$ cat config.mk
export PLATFORM = sky130hd
export DESIGN_NAME = branch_condition_unit
export DESIGN_NICKNAME = d
export VERILOG_FILES = /design/src/rtl/bcu_pkg.sv /design/src/rtl/branch_condition_unit.sv
export VERILOG_INCLUDE_DIRS = /design/src /design/src/rtl
export SDC_FILE = /design/constraint.sdc
export NUM_CORES = 1
export LEC_CHECK = 0
export ABC_AREA = 1
export BUFFER_PORTS_ARGS = -buffer_cell sky130_fd_sc_hd__buf_4
export CORE_UTILIZATION = 55
export CTS_CLUSTER_SIZE = 24
export DETAILED_ROUTE_END_ITERATION = 10
export PLACE_DENSITY = 0.85
export SLEW_MARGIN = 20
export SYNTH_ARGS = -nofsm -noshare
export SYNTH_HDL_FRONTEND = slang
export SYNTH_SLANG_ARGS = --single-unit
$ cat constraint.sdc
create_clock -name mclk -period 2.6 [get_ports mclk]
set_clock_uncertainty 0.2 [all_clocks]
set_input_delay 0.26 -clock mclk [delete_from_list [all_inputs] [get_ports mclk]]
set_output_delay 0.26 -clock mclk [all_outputs]
set_load 0.02 [all_outputs]
$ cat src/rtl/bcu_defs.svh
// register offsets, field positions, reset values and condition codes of the branch unit
`ifndef BCU_DEFS_SVH
`define BCU_DEFS_SVH

`define BCU_ADDR_CTRL        12'h000
`define BCU_ADDR_STATUS      12'h004
`define BCU_ADDR_TAKEN_COUNT 12'h008
`define BCU_ADDR_LAST_TARGET 12'h00C

`define BCU_CTRL_RESET       32'h0000_0001
`define BCU_CTRL_ENABLE_BIT  0
`define BCU_CTRL_VEC_LSB     8
`define BCU_CTRL_VEC_MSB     15

`define BCU_STAT_TAKEN_BIT   0
`define BCU_STAT_FAR_BIT     1
`define BCU_STAT_INT_BIT     2
`define BCU_STAT_COUNT_LSB   16
`define BCU_STAT_COUNT_MSB   31

`define BCU_ZERO32           32'h0000_0000
`define BCU_ONE32            32'h0000_0001
`define BCU_ZERO16           16'h0000
`define BCU_ONE16            16'h0001
`define BCU_STEP_BYTE        16'h0001
`define BCU_STEP_WORD        16'h0002
`define BCU_ZERO8            8'h00

`define BCU_CC_ABOVE         5'h00
`define BCU_CC_ABOVE_EQ      5'h01
`define BCU_CC_BELOW         5'h02
`define BCU_CC_BELOW_EQ      5'h03
`define BCU_CC_CARRY         5'h04
`define BCU_CC_EQUAL         5'h05
`define BCU_CC_GREATER       5'h06
`define BCU_CC_GREATER_EQ    5'h07
`define BCU_CC_LESS          5'h08
`define BCU_CC_LESS_EQ       5'h09
`define BCU_CC_NOT_CARRY     5'h0A
`define BCU_CC_NOT_EQUAL     5'h0B
`define BCU_CC_NOT_OVERFLOW  5'h0C
`define BCU_CC_NOT_PARITY    5'h0D
`define BCU_CC_NOT_SIGN      5'h0E
`define BCU_CC_OVERFLOW      5'h0F
`define BCU_CC_PARITY        5'h10
`define BCU_CC_SIGN          5'h11

`endif

$ cat src/rtl/bcu_pkg.sv
// types shared by the branch condition unit and its bench
package bcu_pkg;

    typedef enum logic [4:0] {
        BCU_OP_NOP                     = 5'h00,
        BCU_OP_COND_JUMP               = 5'h01,
        BCU_OP_COUNT_BRANCH            = 5'h02,
        BCU_OP_COUNT_BRANCH_IF_ZERO    = 5'h03,
        BCU_OP_COUNT_BRANCH_IF_NONZERO = 5'h04,
        BCU_OP_JUMP_IF_COUNT_ZERO      = 5'h05,
        BCU_OP_JUMP_REL                = 5'h06,
        BCU_OP_JUMP_NEAR               = 5'h07,
        BCU_OP_JUMP_FAR                = 5'h08,
        BCU_OP_CALL_REL                = 5'h09,
        BCU_OP_CALL_NEAR               = 5'h0A,
        BCU_OP_CALL_FAR                = 5'h0B,
        BCU_OP_RET_NEAR                = 5'h0C,
        BCU_OP_RET_FAR                 = 5'h0D,
        BCU_OP_SOFT_INT                = 5'h0E,
        BCU_OP_TRAP_OVERFLOW           = 5'h0F,
        BCU_OP_NMI                     = 5'h10,
        BCU_OP_HW_INT                  = 5'h11,
        BCU_OP_INT_RETURN              = 5'h12,
        BCU_OP_STRING                  = 5'h13,
        BCU_OP_FLAG_CONTROL            = 5'h14
    } bcu_op_t;

    typedef enum logic [2:0] {
        BCU_STRING_MOVE    = 3'h0,
        BCU_STRING_COMPARE = 3'h1,
        BCU_STRING_SCAN    = 3'h2,
        BCU_STRING_LOAD    = 3'h3,
        BCU_STRING_STORE   = 3'h4
    } bcu_str_t;

    typedef enum logic [1:0] {
        BCU_ST_IDLE   = 2'b01,
        BCU_ST_ANSWER = 2'b10
    } bcu_fsm_t;

    typedef struct packed {
        logic carryFlag;
        logic parityFlag;
        logic zeroFlag;
        logic signFlag;
        logic overflowFlag;
        logic directionFlag;
    } bcu_flags_t;

    typedef struct packed {
        bcu_op_t     op;
        logic [4:0]  cond;
        logic [7:0]  disp;
        logic [15:0] nextPointer;
        logic [15:0] absPointer;
        logic [15:0] farSegment;
        logic [7:0]  vector;
        logic        wordElem;
        bcu_str_t    strKind;
    } bcu_req_t;

    typedef struct packed {
        logic        taken;
        logic        loadSegment;
        logic        flushQueue;
        logic        intEntry;
        logic        intAckCycle;
        logic        writeCount;
        logic        pushReturn;
        logic        strPrimitive;
        bcu_str_t    strKind;
        logic [15:0] targetPointer;
        logic [15:0] targetSegment;
        logic [15:0] newCount;
        logic [15:0] returnPointer;
        logic [15:0] strStep;
        logic [7:0]  intVector;
        bcu_flags_t  flagsOut;
    } bcu_res_t;

    typedef struct packed {
        bcu_fsm_t    fsm;
        logic        resValid;
        bcu_res_t    res;
        logic [31:0] ctrl;
        logic [31:0] takenCount;
        logic [31:0] prdata;
        logic        pslverr;
    } bcu_state_t;

endpackage

$ cat src/rtl/branch_condition_unit.sv
// branch condition unit: flag tests, short targets, count branches, transfers and interrupt entry
//
// Decided for this implementation: the placing of the registers and the APB register port.
`include "bcu_defs.svh"

module branch_condition_unit (
    input  wire logic                mclk,
    input  wire logic                resetn,
    input  wire logic [11:0]         paddr,
    input  wire logic                psel,
    input  wire logic                penable,
    input  wire logic                pwrite,
    input  wire logic [31:0]         pwdata,
    input  wire logic [3:0]          pstrb,
    output logic [31:0]              prdata,
    output logic                     pready,
    output logic                     pslverr,
    input  wire logic                reqValid,
    output logic                     reqReady,
    input  wire bcu_pkg::bcu_req_t   req,
    input  wire bcu_pkg::bcu_flags_t flags,
    input  wire logic [15:0]         countRegister,
    input  wire logic [15:0]         segmentIn,
    output logic                     resValid,
    output bcu_pkg::bcu_res_t        res
);

    bcu_pkg::bcu_state_t st;
    bcu_pkg::bcu_state_t next_st;
    bcu_pkg::bcu_res_t   r;
    logic                condTrue;
    logic                lessSigned;
    logic [15:0]         relTarget;
    logic [15:0]         decCount;
    logic                take;
    logic                setup;
    logic                access;
    logic                mapped;
    logic [31:0]         rdata;
    logic [31:0]         wmask;
    logic [31:0]         status;

    // condition table for the eighteen conditional branches
    always_comb
    begin
        lessSigned = flags.signFlag ^ flags.overflowFlag;
        case (req.cond)
            `BCU_CC_ABOVE:        condTrue = ~(flags.carryFlag | flags.zeroFlag);
            `BCU_CC_ABOVE_EQ:     condTrue = ~flags.carryFlag;
            `BCU_CC_BELOW:        condTrue = flags.carryFlag;
            `BCU_CC_BELOW_EQ:     condTrue = flags.carryFlag | flags.zeroFlag;
            `BCU_CC_CARRY:        condTrue = flags.carryFlag;
            `BCU_CC_EQUAL:        condTrue = flags.zeroFlag;
            `BCU_CC_GREATER:      condTrue = ~(lessSigned | flags.zeroFlag);
            `BCU_CC_GREATER_EQ:   condTrue = ~lessSigned;
            `BCU_CC_LESS:         condTrue = lessSigned;
            `BCU_CC_LESS_EQ:      condTrue = lessSigned | flags.zeroFlag;
            `BCU_CC_NOT_CARRY:    condTrue = ~flags.carryFlag;
            `BCU_CC_NOT_EQUAL:    condTrue = ~flags.zeroFlag;
            `BCU_CC_NOT_OVERFLOW: condTrue = ~flags.overflowFlag;
            `BCU_CC_NOT_PARITY:   condTrue = ~flags.parityFlag;
            `BCU_CC_NOT_SIGN:     condTrue = ~flags.signFlag;
            `BCU_CC_OVERFLOW:     condTrue = flags.overflowFlag;
            `BCU_CC_PARITY:       condTrue = flags.parityFlag;
            `BCU_CC_SIGN:         condTrue = flags.signFlag;
            // undefined codes never branch, safest for a bad decode
            default:              condTrue = 1'b0;
        endcase
    end

    // short target wraps inside the 64k segment like the pointer itself
    assign relTarget = req.nextPointer + {{8{req.disp[7]}}, req.disp};
    assign decCount  = countRegister - `BCU_ONE16;

    // resolution of one request
    always_comb
    begin
        r               = '0;
        take            = 1'b0;
        r.targetSegment = segmentIn;
        r.targetPointer = req.nextPointer;
        r.returnPointer = req.nextPointer;
        r.newCount      = countRegister;
        r.flagsOut      = flags;
        r.strKind       = req.strKind;
        case (req.op)
            bcu_pkg::BCU_OP_COND_JUMP:
            begin
                take = condTrue;
                if (condTrue)
                begin
                    r.targetPointer = relTarget;
                end
            end
            bcu_pkg::BCU_OP_COUNT_BRANCH,
            bcu_pkg::BCU_OP_COUNT_BRANCH_IF_ZERO,
            bcu_pkg::BCU_OP_COUNT_BRANCH_IF_NONZERO:
            begin
                r.writeCount = 1'b1;
                r.newCount   = decCount;
                take         = decCount != `BCU_ZERO16;
                if (req.op == bcu_pkg::BCU_OP_COUNT_BRANCH_IF_ZERO)
                begin
                    take = take & flags.zeroFlag;
                end
                if (req.op == bcu_pkg::BCU_OP_COUNT_BRANCH_IF_NONZERO)
                begin
                    take = take & ~flags.zeroFlag;
                end
                if (take)
                begin
                    r.targetPointer = relTarget;
                end
            end
            bcu_pkg::BCU_OP_JUMP_IF_COUNT_ZERO:
            begin
                take = countRegister == `BCU_ZERO16;
                if (take)
                begin
                    r.targetPointer = relTarget;
                end
            end
            bcu_pkg::BCU_OP_JUMP_REL,
            bcu_pkg::BCU_OP_CALL_REL:
            begin
                take            = 1'b1;
                r.targetPointer = relTarget;
                r.pushReturn    = req.op == bcu_pkg::BCU_OP_CALL_REL;
            end
            bcu_pkg::BCU_OP_JUMP_NEAR,
            bcu_pkg::BCU_OP_CALL_NEAR,
            bcu_pkg::BCU_OP_RET_NEAR:
            begin
                take            = 1'b1;
                r.targetPointer = req.absPointer;
                r.pushReturn    = req.op == bcu_pkg::BCU_OP_CALL_NEAR;
            end
            bcu_pkg::BCU_OP_JUMP_FAR,
            bcu_pkg::BCU_OP_CALL_FAR,
            bcu_pkg::BCU_OP_RET_FAR,
            bcu_pkg::BCU_OP_INT_RETURN:
            begin
                take            = 1'b1;
                r.loadSegment   = 1'b1;
                r.targetSegment = req.farSegment;
                r.targetPointer = req.absPointer;
                r.pushReturn    = req.op == bcu_pkg::BCU_OP_CALL_FAR;
            end
            bcu_pkg::BCU_OP_SOFT_INT,
            bcu_pkg::BCU_OP_NMI:
            begin
                r.intEntry    = 1'b1;
                r.intAckCycle = 1'b0;
                r.intVector   = req.vector;
                r.pushReturn  = 1'b1;
            end
            bcu_pkg::BCU_OP_TRAP_OVERFLOW:
            begin
                // vector comes from control so software can relocate the trap
                r.intEntry   = flags.overflowFlag;
                r.pushReturn = flags.overflowFlag;
                r.intVector  = st.ctrl[`BCU_CTRL_VEC_MSB:`BCU_CTRL_VEC_LSB];
            end
            bcu_pkg::BCU_OP_HW_INT:
            begin
                // only a maskable external request fetches its vector on the bus
                r.intEntry    = 1'b1;
                r.intAckCycle = 1'b1;
                r.pushReturn  = 1'b1;
            end
            bcu_pkg::BCU_OP_STRING:
            begin
                r.strPrimitive = 1'b1;
                r.strStep      = req.wordElem ? `BCU_STEP_WORD : `BCU_STEP_BYTE;
                if (flags.directionFlag)
                begin
                    r.strStep = `BCU_ZERO16 - r.strStep;
                end
            end
            default:
            begin
                take = 1'b0;
            end
        endcase
        r.taken      = take | r.intEntry;
        r.flushQueue = r.taken;
    end

    // bus decode
    assign setup   = psel & ~penable;
    assign access  = psel & penable;
    assign reqReady = st.fsm == bcu_pkg::BCU_ST_IDLE && st.ctrl[`BCU_CTRL_ENABLE_BIT];
    assign mapped  = paddr == `BCU_ADDR_CTRL || paddr == `BCU_ADDR_STATUS ||
                     paddr == `BCU_ADDR_TAKEN_COUNT || paddr == `BCU_ADDR_LAST_TARGET;
    assign wmask   = {{8{pstrb[3]}}, {8{pstrb[2]}}, {8{pstrb[1]}}, {8{pstrb[0]}}};

    always_comb
    begin
        status = `BCU_ZERO32;
        status[`BCU_STAT_TAKEN_BIT] = st.res.taken;
        status[`BCU_STAT_FAR_BIT]   = st.res.loadSegment;
        status[`BCU_STAT_INT_BIT]   = st.res.intEntry;
        status[`BCU_STAT_COUNT_MSB:`BCU_STAT_COUNT_LSB] = st.res.newCount;
        case (paddr)
            `BCU_ADDR_CTRL:        rdata = st.ctrl;
            `BCU_ADDR_STATUS:      rdata = status;
            `BCU_ADDR_TAKEN_COUNT: rdata = st.takenCount;
            `BCU_ADDR_LAST_TARGET: rdata = {st.res.targetSegment, st.res.targetPointer};
            default:               rdata = `BCU_ZERO32;
        endcase
    end

    always_comb
    begin
        next_st          = st;
        next_st.resValid = 1'b0;
        case (st.fsm)
            bcu_pkg::BCU_ST_IDLE:
            begin
                if (reqValid && reqReady)
                begin
                    next_st.res      = r;
                    next_st.resValid = 1'b1;
                    next_st.fsm      = bcu_pkg::BCU_ST_ANSWER;
                end
            end
            bcu_pkg::BCU_ST_ANSWER:
            begin
                next_st.fsm = bcu_pkg::BCU_ST_IDLE;
            end
            default:
            begin
                next_st.fsm = bcu_pkg::BCU_ST_IDLE;
            end
        endcase
        if (setup)
        begin
            next_st.prdata  = pwrite ? `BCU_ZERO32 : rdata;
            next_st.pslverr = ~mapped;
        end
        if (access && pwrite && paddr == `BCU_ADDR_CTRL)
        begin
            next_st.ctrl = (st.ctrl & ~wmask) | (pwdata & wmask);
        end
        // a taken event in the clearing cycle still counts
        if (access && pwrite && paddr == `BCU_ADDR_TAKEN_COUNT)
        begin
            next_st.takenCount = `BCU_ZERO32;
        end
        if (next_st.resValid && r.taken)
        begin
            next_st.takenCount = (access && pwrite && paddr == `BCU_ADDR_TAKEN_COUNT) ?
                                 `BCU_ONE32 : st.takenCount + `BCU_ONE32;
        end
    end

    always_ff @(posedge mclk or negedge resetn)
    begin
        if (!resetn)
        begin
            st            <= '0;
            st.fsm        <= bcu_pkg::BCU_ST_IDLE;
            st.ctrl       <= `BCU_CTRL_RESET;
        end
        else
        begin
            st <= next_st;
        end
    end

    // zero-wait slave: data latched in setup, answer in first access cycle
    assign pready   = 1'b1;
    assign prdata   = st.prdata;
    assign pslverr  = st.pslverr & psel & penable;
    assign resValid = st.resValid;
    assign res      = st.res;

endmodule

Word-level counts from Yosys, hierarchy flattened
Index checks and enable logic that the tools add are counted.
{ "totals": {"reg_bits": 204, "output_inout_bits": 141, "wordCells": 150} }
{ "op_classes": {"n_addsub": 4, "eq_ne": 41, "mux": 30, "n_bitwise": 24, "n_reduce_logical": 25} }
{ "ops": {"columns": ["operator", "n"], "rows": [
  ["two-way mux 32 bit", 4],
  ["one-hot mux 32 bit (4 select lines)", 1],
  ["two-way mux 16 bit", 7],
  ["two-way mux 108 bit", 1],
  ["two-way mux 106 bit", 1],
  ["== test 5 x 4 -> 1 bit (second input constant)", 16],
  ["one-hot mux 16 bit (5 select lines)", 1],
  ["AND 32 bit", 2],
  ["== test 5 x 3 -> 1 bit (second input constant)", 8],
  ["adder 32 x 1 -> 32 bit (second input constant)", 1],
  ["inverter 32 bit", 1],
  ["OR 32 bit", 1],
  ["== test 5 bit (second input constant)", 6],
  ["== test 12 x 4 -> 1 bit (second input constant)", 2],
  ["== test 5 x 2 -> 1 bit (second input constant)", 4],
  ["adder 16 bit", 1],
  ["logical NOT 16 bit", 1],
  ["one-hot mux 1 bit (16 select lines)", 1],
  ["one-hot mux 8 bit (2 select lines)", 1],
  ["nonzero test 16 bit", 1],
  ["subtractor 16 x 1 -> 16 bit (second input constant)", 1],
  ["== test 12 x 3 -> 1 bit (second input constant)", 1],
  ["logical NOT 12 bit", 1],
  ["== test 5 x 1 -> 1 bit (second input constant)", 2],
  ["other kinds (22)", 58]
]} }

Logic depth before layout (Yosys ltp)
Gate-level depths: netlist of run 1.
{ "logic_depth": {"ltp_word": 14, "mapped_depth": 18} }

Worst setup path after synthesis of run 1
OpenSTA, ideal clock, no wires.
{ "synth_path": {"path_kind": "input to register", "startpoint": "input req[44] in the netlist's numbering", "endpoint": "register st (netlist bit res[90])", "setup_time_ns": 0.113, "arrival_time_ns": 1.994, "setup_slack_ns": 0.293, "cell_stages": 15, "path_buffers": 0, "cell_sequence": "ha_1 fa_1 nand3_1 nand2_1 a21oi_1 nor2_1 nand2_1 nand2_1 nand2_1 nand3_1 or2_2 nand3_1 nand3_1 nand2_1 inv_1"} }
{ "synth_via": {"elab_chain_len": 3, "elab_cells_between_ends": 5, "classes_between": "1 x add/sub; 4 x mux"} }
{ "synth_rtl": {"columns": ["item", "line", "rtl"], "rows": [
  ["from (decl)", "branch_condition_unit.sv:20", "input wire bcu_pkg::bcu_req_t req,"],
  ["adder 16 bit *", "branch_condition_unit.sv:72", "assign relTarget = req.nextPointer + {{8{req.disp[7]}}, req.disp};"],
  ["two-way mux 16 bit, on equally long branches", "branch_condition_unit.sv:118, branch_condition_unit.sv:90, branch_condition_unit.sv:110", null],
  ["one-hot mux 16 bit (5 select lines) *", "branch_condition_unit.sv:86", "case (req.op)"],
  ["to (signal assigned)", "branch_condition_unit.sv:267", "st <= next_st;"],
  ["to (decl)", "branch_condition_unit.sv:28", "bcu_pkg::bcu_state_t st;"]
]} }
Mark *: on every way between the ends. The rest lies on a longest branch, timed or not.
A chain may end at the register's enable or synchronous reset.

==> impl_metrics.py, run 1 <==
metrics = {
    "flow_run": {
        "maxCapViolCount": 0,
    },
    "placed_design": {
        "pre_cts_slack_ns": -0.0198,
        "io_buffers": 309,
        "placed_cells_incl_taps": 2103,
        "dp.final_hpwl_um": 29800,
        "gp_congestion": 0.970,
    },
    "yosys": {
        "syn_area_sq_um": 12300,
        "yosysSeqAreaShare": 0.388,
        "synth_edf_count": 0,
        "syn_nets": 1863,
        "yosysTopAreaCell": "dfrtp_1",
        "ys_types": 51,
        "synth.top_cell.area_share": 0.383,
        "syn-instance-count": 1673,
        "yosysMostFrequentCell": "nand2_1",
        "synthArstFlopShare": 1.00,
        "synth_area_per_cell_sq_um": 7.38,
        "ys_top_cells_by_area": "dfrtp_1, nand2_1, buf_4, inv_1, nand3_1",
        "yosysWarnings": 0,
        "ys_seq_elements": 191,
        "synth_flop_cell": "dfrtp_1",
        "yosys-top-cells-count": "nand2_1, dfrtp_1, inv_1, nor2_1, buf_4",
    },
    "sta": {
        "maxSlewHeadroom": 0.421,
        "hold_viol": 0,
        "finalCritPeriodShare": 0.978,
        "fmaxAchievable_ghz": 0.393,
        "maxSlewViolCount": 0,
        "hold_slack_ns": 0.00822,
        "setup_viol": 0,
        "layout_min_cycle_time_ns": 2.54,
        "fin_ws_ns": 0.0564,
        "tightest_slew_ns": 0.869,
    },
    "floorplanning": {
        "die_x_um": 152,
        "start_util": 0.564,
        "die_area_sq_um": 23000,
        "pin_count": 311,
        "row_count": 54,
        "core_area_sq_um": 21900,
        "die_height_um": 152,
    },
    "setup_path": {
        "crit_type": "flop to flop",
        "start_kind": "flop",
        "ff2ff_setup_slack_ns": 0.06,
        "timing.rr.end": "res[69]",
        "ff2ff_path_depth": 8,
        "required_ns": 2.80,
        "cp-end-kind": "flop",
        "cp.arrival_ns": 2.74,
        "crit_path_max_fanout": 47,
    },
    "cts": {
        "cts-buffers-inserted": 17,
        "clockBufferDepth": 2,
        "root_buffer": "clkbuf_16",
        "clk_latency_ns": 0.45,
        "cts_tree": "done",
        "htreeDepth": 4,
        "cts.sinks": 191,
        "clk_pin_slew_ns": 0.08,
    },
    "min_path": {
        "whs_path_depth": 3,
        "hp-start": "flags[5]",
        "worstHoldPathType": "input port to flop",
        "min_to": "res[5]",
    },
    "global_route": {
        "grt_pass1_vias": 12726,
        "grt_pass1_wl_um": 67700,
        "grt_max_degree": 87,
        "gr-total-overflow": 0,
        "track_usage": 0.389,
        "grt_antenna_before_repair": 0,
    },
    "power_and_ir_drop": {
        "p_leak_uw": 0.00836,
        "peakVddDrop_uv": 417,
        "powerDensity_nw_per_um2": 555,
    },
    "drt": {
        "ant_nets": 0,
        "routed_wl_um": 44600,
        "num_vias": 13165,
        "wl_per_cell_um": 19.7,
        "drc": 0,
        "drt_first_pass_iters": 8,
        "drt_iter0_drc": 1353,
        "viasPerCell": 5.81,
    },
    "cells_and_area": {
        "nets": 2159,
        "finalNonFillerCells": 2264,
        "area_growth_pct": 30.5,
        "final_util": 0.736,
        "drive_above_1_share": 0.224,
    },
    "outcome": {
        "outcome": "finished clean",
    },
}
timing repair:
action / in CTS / in global routing
hold buffers: 122 / 2
gates resized for setup: 0 / 39
hold endpoints to repair: 172 / 1
setup buffers: 0 / 1
endpoints found under the setup margin: 0 / 51
layer usage:
layer,vias up,GRT usage,share of wire
li1,5927,-,-
met1,6145,0.477,0.37
met2,890,0.639,0.47
met3,203,0.0799,0.093
met4,0,0.216,0.060
met5,-,0,0
power by group:
part | switching (uW) | internal, uW | leakage, uW | total (uW)
sequential | 284 | 3290 | 0.00241 | 3570
combinational | 1590 | 1100 | 0.00566 | 2690
clock | 1320 | 1360 | 0.000284 | 2670
total | 3190 | 5740 | 0.00836 | 8940
worst max-delay path, cell delays in order, from the launching register on:
cell	delay (ns)
dfstp_2	0.55
nand2_1	0.06
nor2_2	0.25
nand2_2	0.15
inv_6	0.20
buf_12	0.26
o21ai_0	0.12
o22ai_1	0.11
dlygate4sd3_1	0.55
cell usage in the layout, fill, tap and decap left out, types with 18 or more instances in the layout:
cell type / n
nand2_1: 398
buf_4: 340
dfrtp_1: 189
inv_1: 178
nor2_1: 144
dlygate4sd3_1: 124
nand3_1: 121
o21ai_0: 104
o22ai_1: 42
xor2_1: 41
nand4_1: 33
a21oi_1: 30
nor3_1: 20
o31ai_1: 18
o221ai_1: 18
ha_1: 18
clkbuf_16: 18
layout make-up:
type / instances / area (sq um)
Antenna cell: 2 / 5.00
Clock buffer: 17 / 425
Clock inverter: 15 / 151
Fill cell: 1652 / 5780
Inverter: 188 / 711
Multi-Input combinational cell: 1095 / 5670
Sequential cell: 191 / 4780
Tap cell: 280 / 350
Timing Repair Buffer: 476 / 4010
worst max-delay path by stage:
stage / start / to / cells past startpoint
3_5_place_dp: countRegister[0] / st[33] / 16
4_1_cts: flop / res[69] / 8
5_1_grt: countRegister[5] / st[61] / 18
2_1_floorplan: req[44] / res[90] / 15
3_3_place_gp: req[74] / res[102] / 11
6_report: flop / res[69] / 8
through the flow:
step / total power (uW) / TNS (ns) / instance area [sq um]
2_1_floorplan: 5190 / 0 / 12300
3_3_place_gp: 5910 / 0 / 14100
3_5_place_dp: 5960 / -0.0868 / 14100
4_1_cts: 8720 / 0 / 15900
5_1_grt: 9280 / -0.0254 / 16100
6_report: 8940 / 0 / 16100
cells by family (layout without fill, tap and decap cells):
logic type / after synthesis / after routing / share of synthesized area
compound gates: 248 / 248 / 0.121
xor+xnor: 45 / 45 / 0.0319
fa+ha+maj: 20 / 20 / 0.0209
buf+inv: 388 / 696 / 0.163
flops: 191 / 191 / 0.388
mux: 12 / 12 / 0.0110
other cells: 1 / 3 / 0.000304
simple gates: 768 / 769 / 0.264
Note: power is estimated with default switching activity, not from simulation.
==> inputs of run 2 (changes only) <==
--- a/config.mk
+++ b/config.mk
@@ -12,6 +12,7 @@
 export CTS_CLUSTER_SIZE = 24
 export DETAILED_ROUTE_END_ITERATION = 10
 export PLACE_DENSITY = 0.85
+export SETUP_SLACK_MARGIN = 0.3
 export SLEW_MARGIN = 20
 export SYNTH_ARGS = -nofsm -noshare
 export SYNTH_HDL_FRONTEND = slang
==> run 2 against run 1 <==
Utilization up 0.18 points. Combinational power about the same. Clock power down 3%. Cell area up 0.24%. Cell count about the same. Via count down 0.54%. Count of clock-buffer cells in the layout up 3. Sequential power about the same. Sequential share of layout area down 0.064 points. Flip-flop and latch count unchanged. Die area unchanged. Non-clock buffer count up 2.
==> impl_metrics.py, run 2 (synthesized netlist as in run 1, its figures left out) <==
metrics = {
    "setup_path": {
        "worstPathCellList": "dlygate4sd3_1, buf_4, inv_1, nor3_1, nand2_2, nor2_1, mux2_2",
        "cp-end-kind": "flop",
        "crit_path_max_fanout": 6,
        "ff2ff_path_depth": 8,
        "cp.arrival_ns": 2.39,
        "crit_type": "input port to flop",
        "max_stage_delay_ns": 0.54,
        "path_buf_inv": 3,
        "setup.worst_path.start": "pwrite",
        "slowest_stage": "dlygate4sd3_1",
        "ff2ff_setup_slack_ns": 0.36,
        "cp_top_family": "simple AND/OR/NAND/NOR gates",
        "start_kind": "input port",
        "required_ns": 2.72,
        "timing.rr.end": "st[35]",
    },
    "power_and_ir_drop": {
        "comb_power_share": 0.305,
        "switching_share": 0.356,
        "seq_power_share": 0.402,
        "cell_internal_pwr_uw": 5690,
        "p_sw_uw": 3140,
        "peakVddDrop_uv": 376,
        "p_leak_uw": 0.00835,
        "total_power_uw": 8830,
        "p_clk_frac": 0.293,
        "powerDensity_nw_per_um2": 547,
    },
    "drt": {
        "viasPerCell": 5.78,
        "wl_per_cell_um": 19.6,
        "drt_first_pass_iters": 11,
        "num_vias": 13094,
        "routed_wl_um": 44500,
        "drt_iter0_drc": 1225,
        "drc": 0,
        "ant_nets": 0,
    },
    "cells_and_area": {
        "area_growth_pct": 30.8,
        "final_cell_mix": "nand2_1, buf_4, dfrtp_1",
        "nets": 2161,
        "finalNonFillerCells": 2266,
        "drive_above_1_share": 0.225,
        "final_common_cell": "nand2_1",
    },
    "sta": {
        "setup_viol": 0,
        "maxSlewHeadroom": 0.566,
        "finalCritPeriodShare": 0.876,
        "rsz0062_at_grt": "yes",
        "fmaxAchievable_ghz": 0.439,
        "finalSetupTns_ns": 0,
        "maxSlewViolCount": 0,
        "tightest_slew_ns": 0.644,
        "fin_ws_ns": 0.322,
        "hold_viol": 0,
        "hold_slack_ns": 0.0187,
        "layout_min_cycle_time_ns": 2.28,
    },
    "min_path": {
        "whs_path_depth": 3,
        "worstHoldPathType": "input port to flop",
        "min_to": "res[59]",
        "hp-start": "countRegister[13]",
    },
    "cts": {
        "clockBufferDepth": 2,
        "root_buffer": "clkbuf_16",
        "cts-buffers-inserted": 17,
        "cts.sinks": 191,
        "clk_pin_slew_ns": 0.07,
        "clk_latency_ns": 0.44,
        "cts_tree": "done",
        "htreeDepth": 4,
    },
    "placed_design": {
        "gp_congestion": 0.950,
        "dp.final_hpwl_um": 29200,
        "io_buffers": 309,
        "placed_cells_incl_taps": 2099,
        "pre_cts_slack_ns": -0.0511,
    },
    "floorplanning": {
        "pin_count": 311,
        "start_util": 0.564,
        "core_area_sq_um": 21900,
        "row_count": 54,
        "die_area_sq_um": 23000,
        "die_height_um": 152,
        "die_x_um": 152,
    },
    "global_route": {
        "grt_pass1_wl_um": 66800,
        "gr-total-overflow": 0,
        "grt_pass1_vias": 12554,
        "grt_max_degree": 77,
        "track_usage": 0.382,
        "grt_antenna_before_repair": 2,
    },
    "flow_run": {
        "maxCapViolCount": 0,
    },
    "outcome": {
        "outcome": "finished clean",
    },
}
run 2: cell count changes in the layout (fill, tap and decap cells not counted), sizes merged:
cell | previous run | this run
inv | 194 | 190
dlygate4sd3 | 124 | 123
buf | 350 | 351
bufinv | 1 | 0
dlymetal6s4s | 0 | 1
clkbuf | 19 | 23
clkinvlp | 1 | 7
clkinv | 7 | 3
run 2: final cells by class:
type | instances | area, sq um
Fill cell | 1663 | 5750
Multi-Input combinational cell | 1095 | 5670
Sequential cell | 191 | 4780
Timing Repair Buffer | 478 | 4060
Inverter | 188 | 708
Clock buffer | 20 | 457
Tap cell | 280 | 350
Clock inverter | 12 | 106
Antenna cell | 2 | 5.00
run 2: worst max path at each step:
stage | to | slack, ns | cells after the start
finish | flop | 0.32 | 7
global route | st[35] | 0.23 | 18
CTS | res[85] | 0.30 | 15
detailed placement | res[85] | -0.05 | 16
global placement | res[79] | 0.04 | 13
floorplan | res[73] | 0.32 | 8
run 2: metal layers:
metal,up-vias,track usage,wire length (um)
met3,206,0.0772,4210
met2,830,0.617,20900
li1,5928,-,-
met5,-,0,0
met4,0,0.204,2580
met1,6130,0.482,16800
run 2: power groups by stage:
stage	logic [uW]	registers [uW]	clock network, uW
floorplan	1700	3500	0
global placement	2330	3580	0
detailed placement	2370	3590	0
CTS	2530	3540	2580
global route	2880	3580	2690
finish	2690	3550	2580
run 2: per-stage QoR:
stage / cell area [sq um] / utilization
2_1_floorplan: 12300 / -
3_3_place_gp: 14100 / 0.644
3_5_place_dp: 14100 / 0.644
4_1_cts: 15900 / 0.727
5_1_grt: 16100 / 0.738
6_report: 16100 / 0.738
run 2: repair_timing:
| action | CTS | global route |
|---|---|---|
| cloned | 0 | 3 |
| endpoints found under the setup margin | 2 | 65 |
| gates resized for setup | 2 | 34 |
| hold endpoints to repair | 165 | 0 |
| setup buffers | 0 | 6 |
| pin swaps | 0 | 7 |
| hold buffers | 124 | 0 |
run 2: worst reg2reg max path: cells and delay by family, from the launching register on:
kind | cells | cell delay, ns
buffers and inverters | 3 | 0.71
DFF | 1 | 0.54
and+or+nand+nor | 5 | 0.71
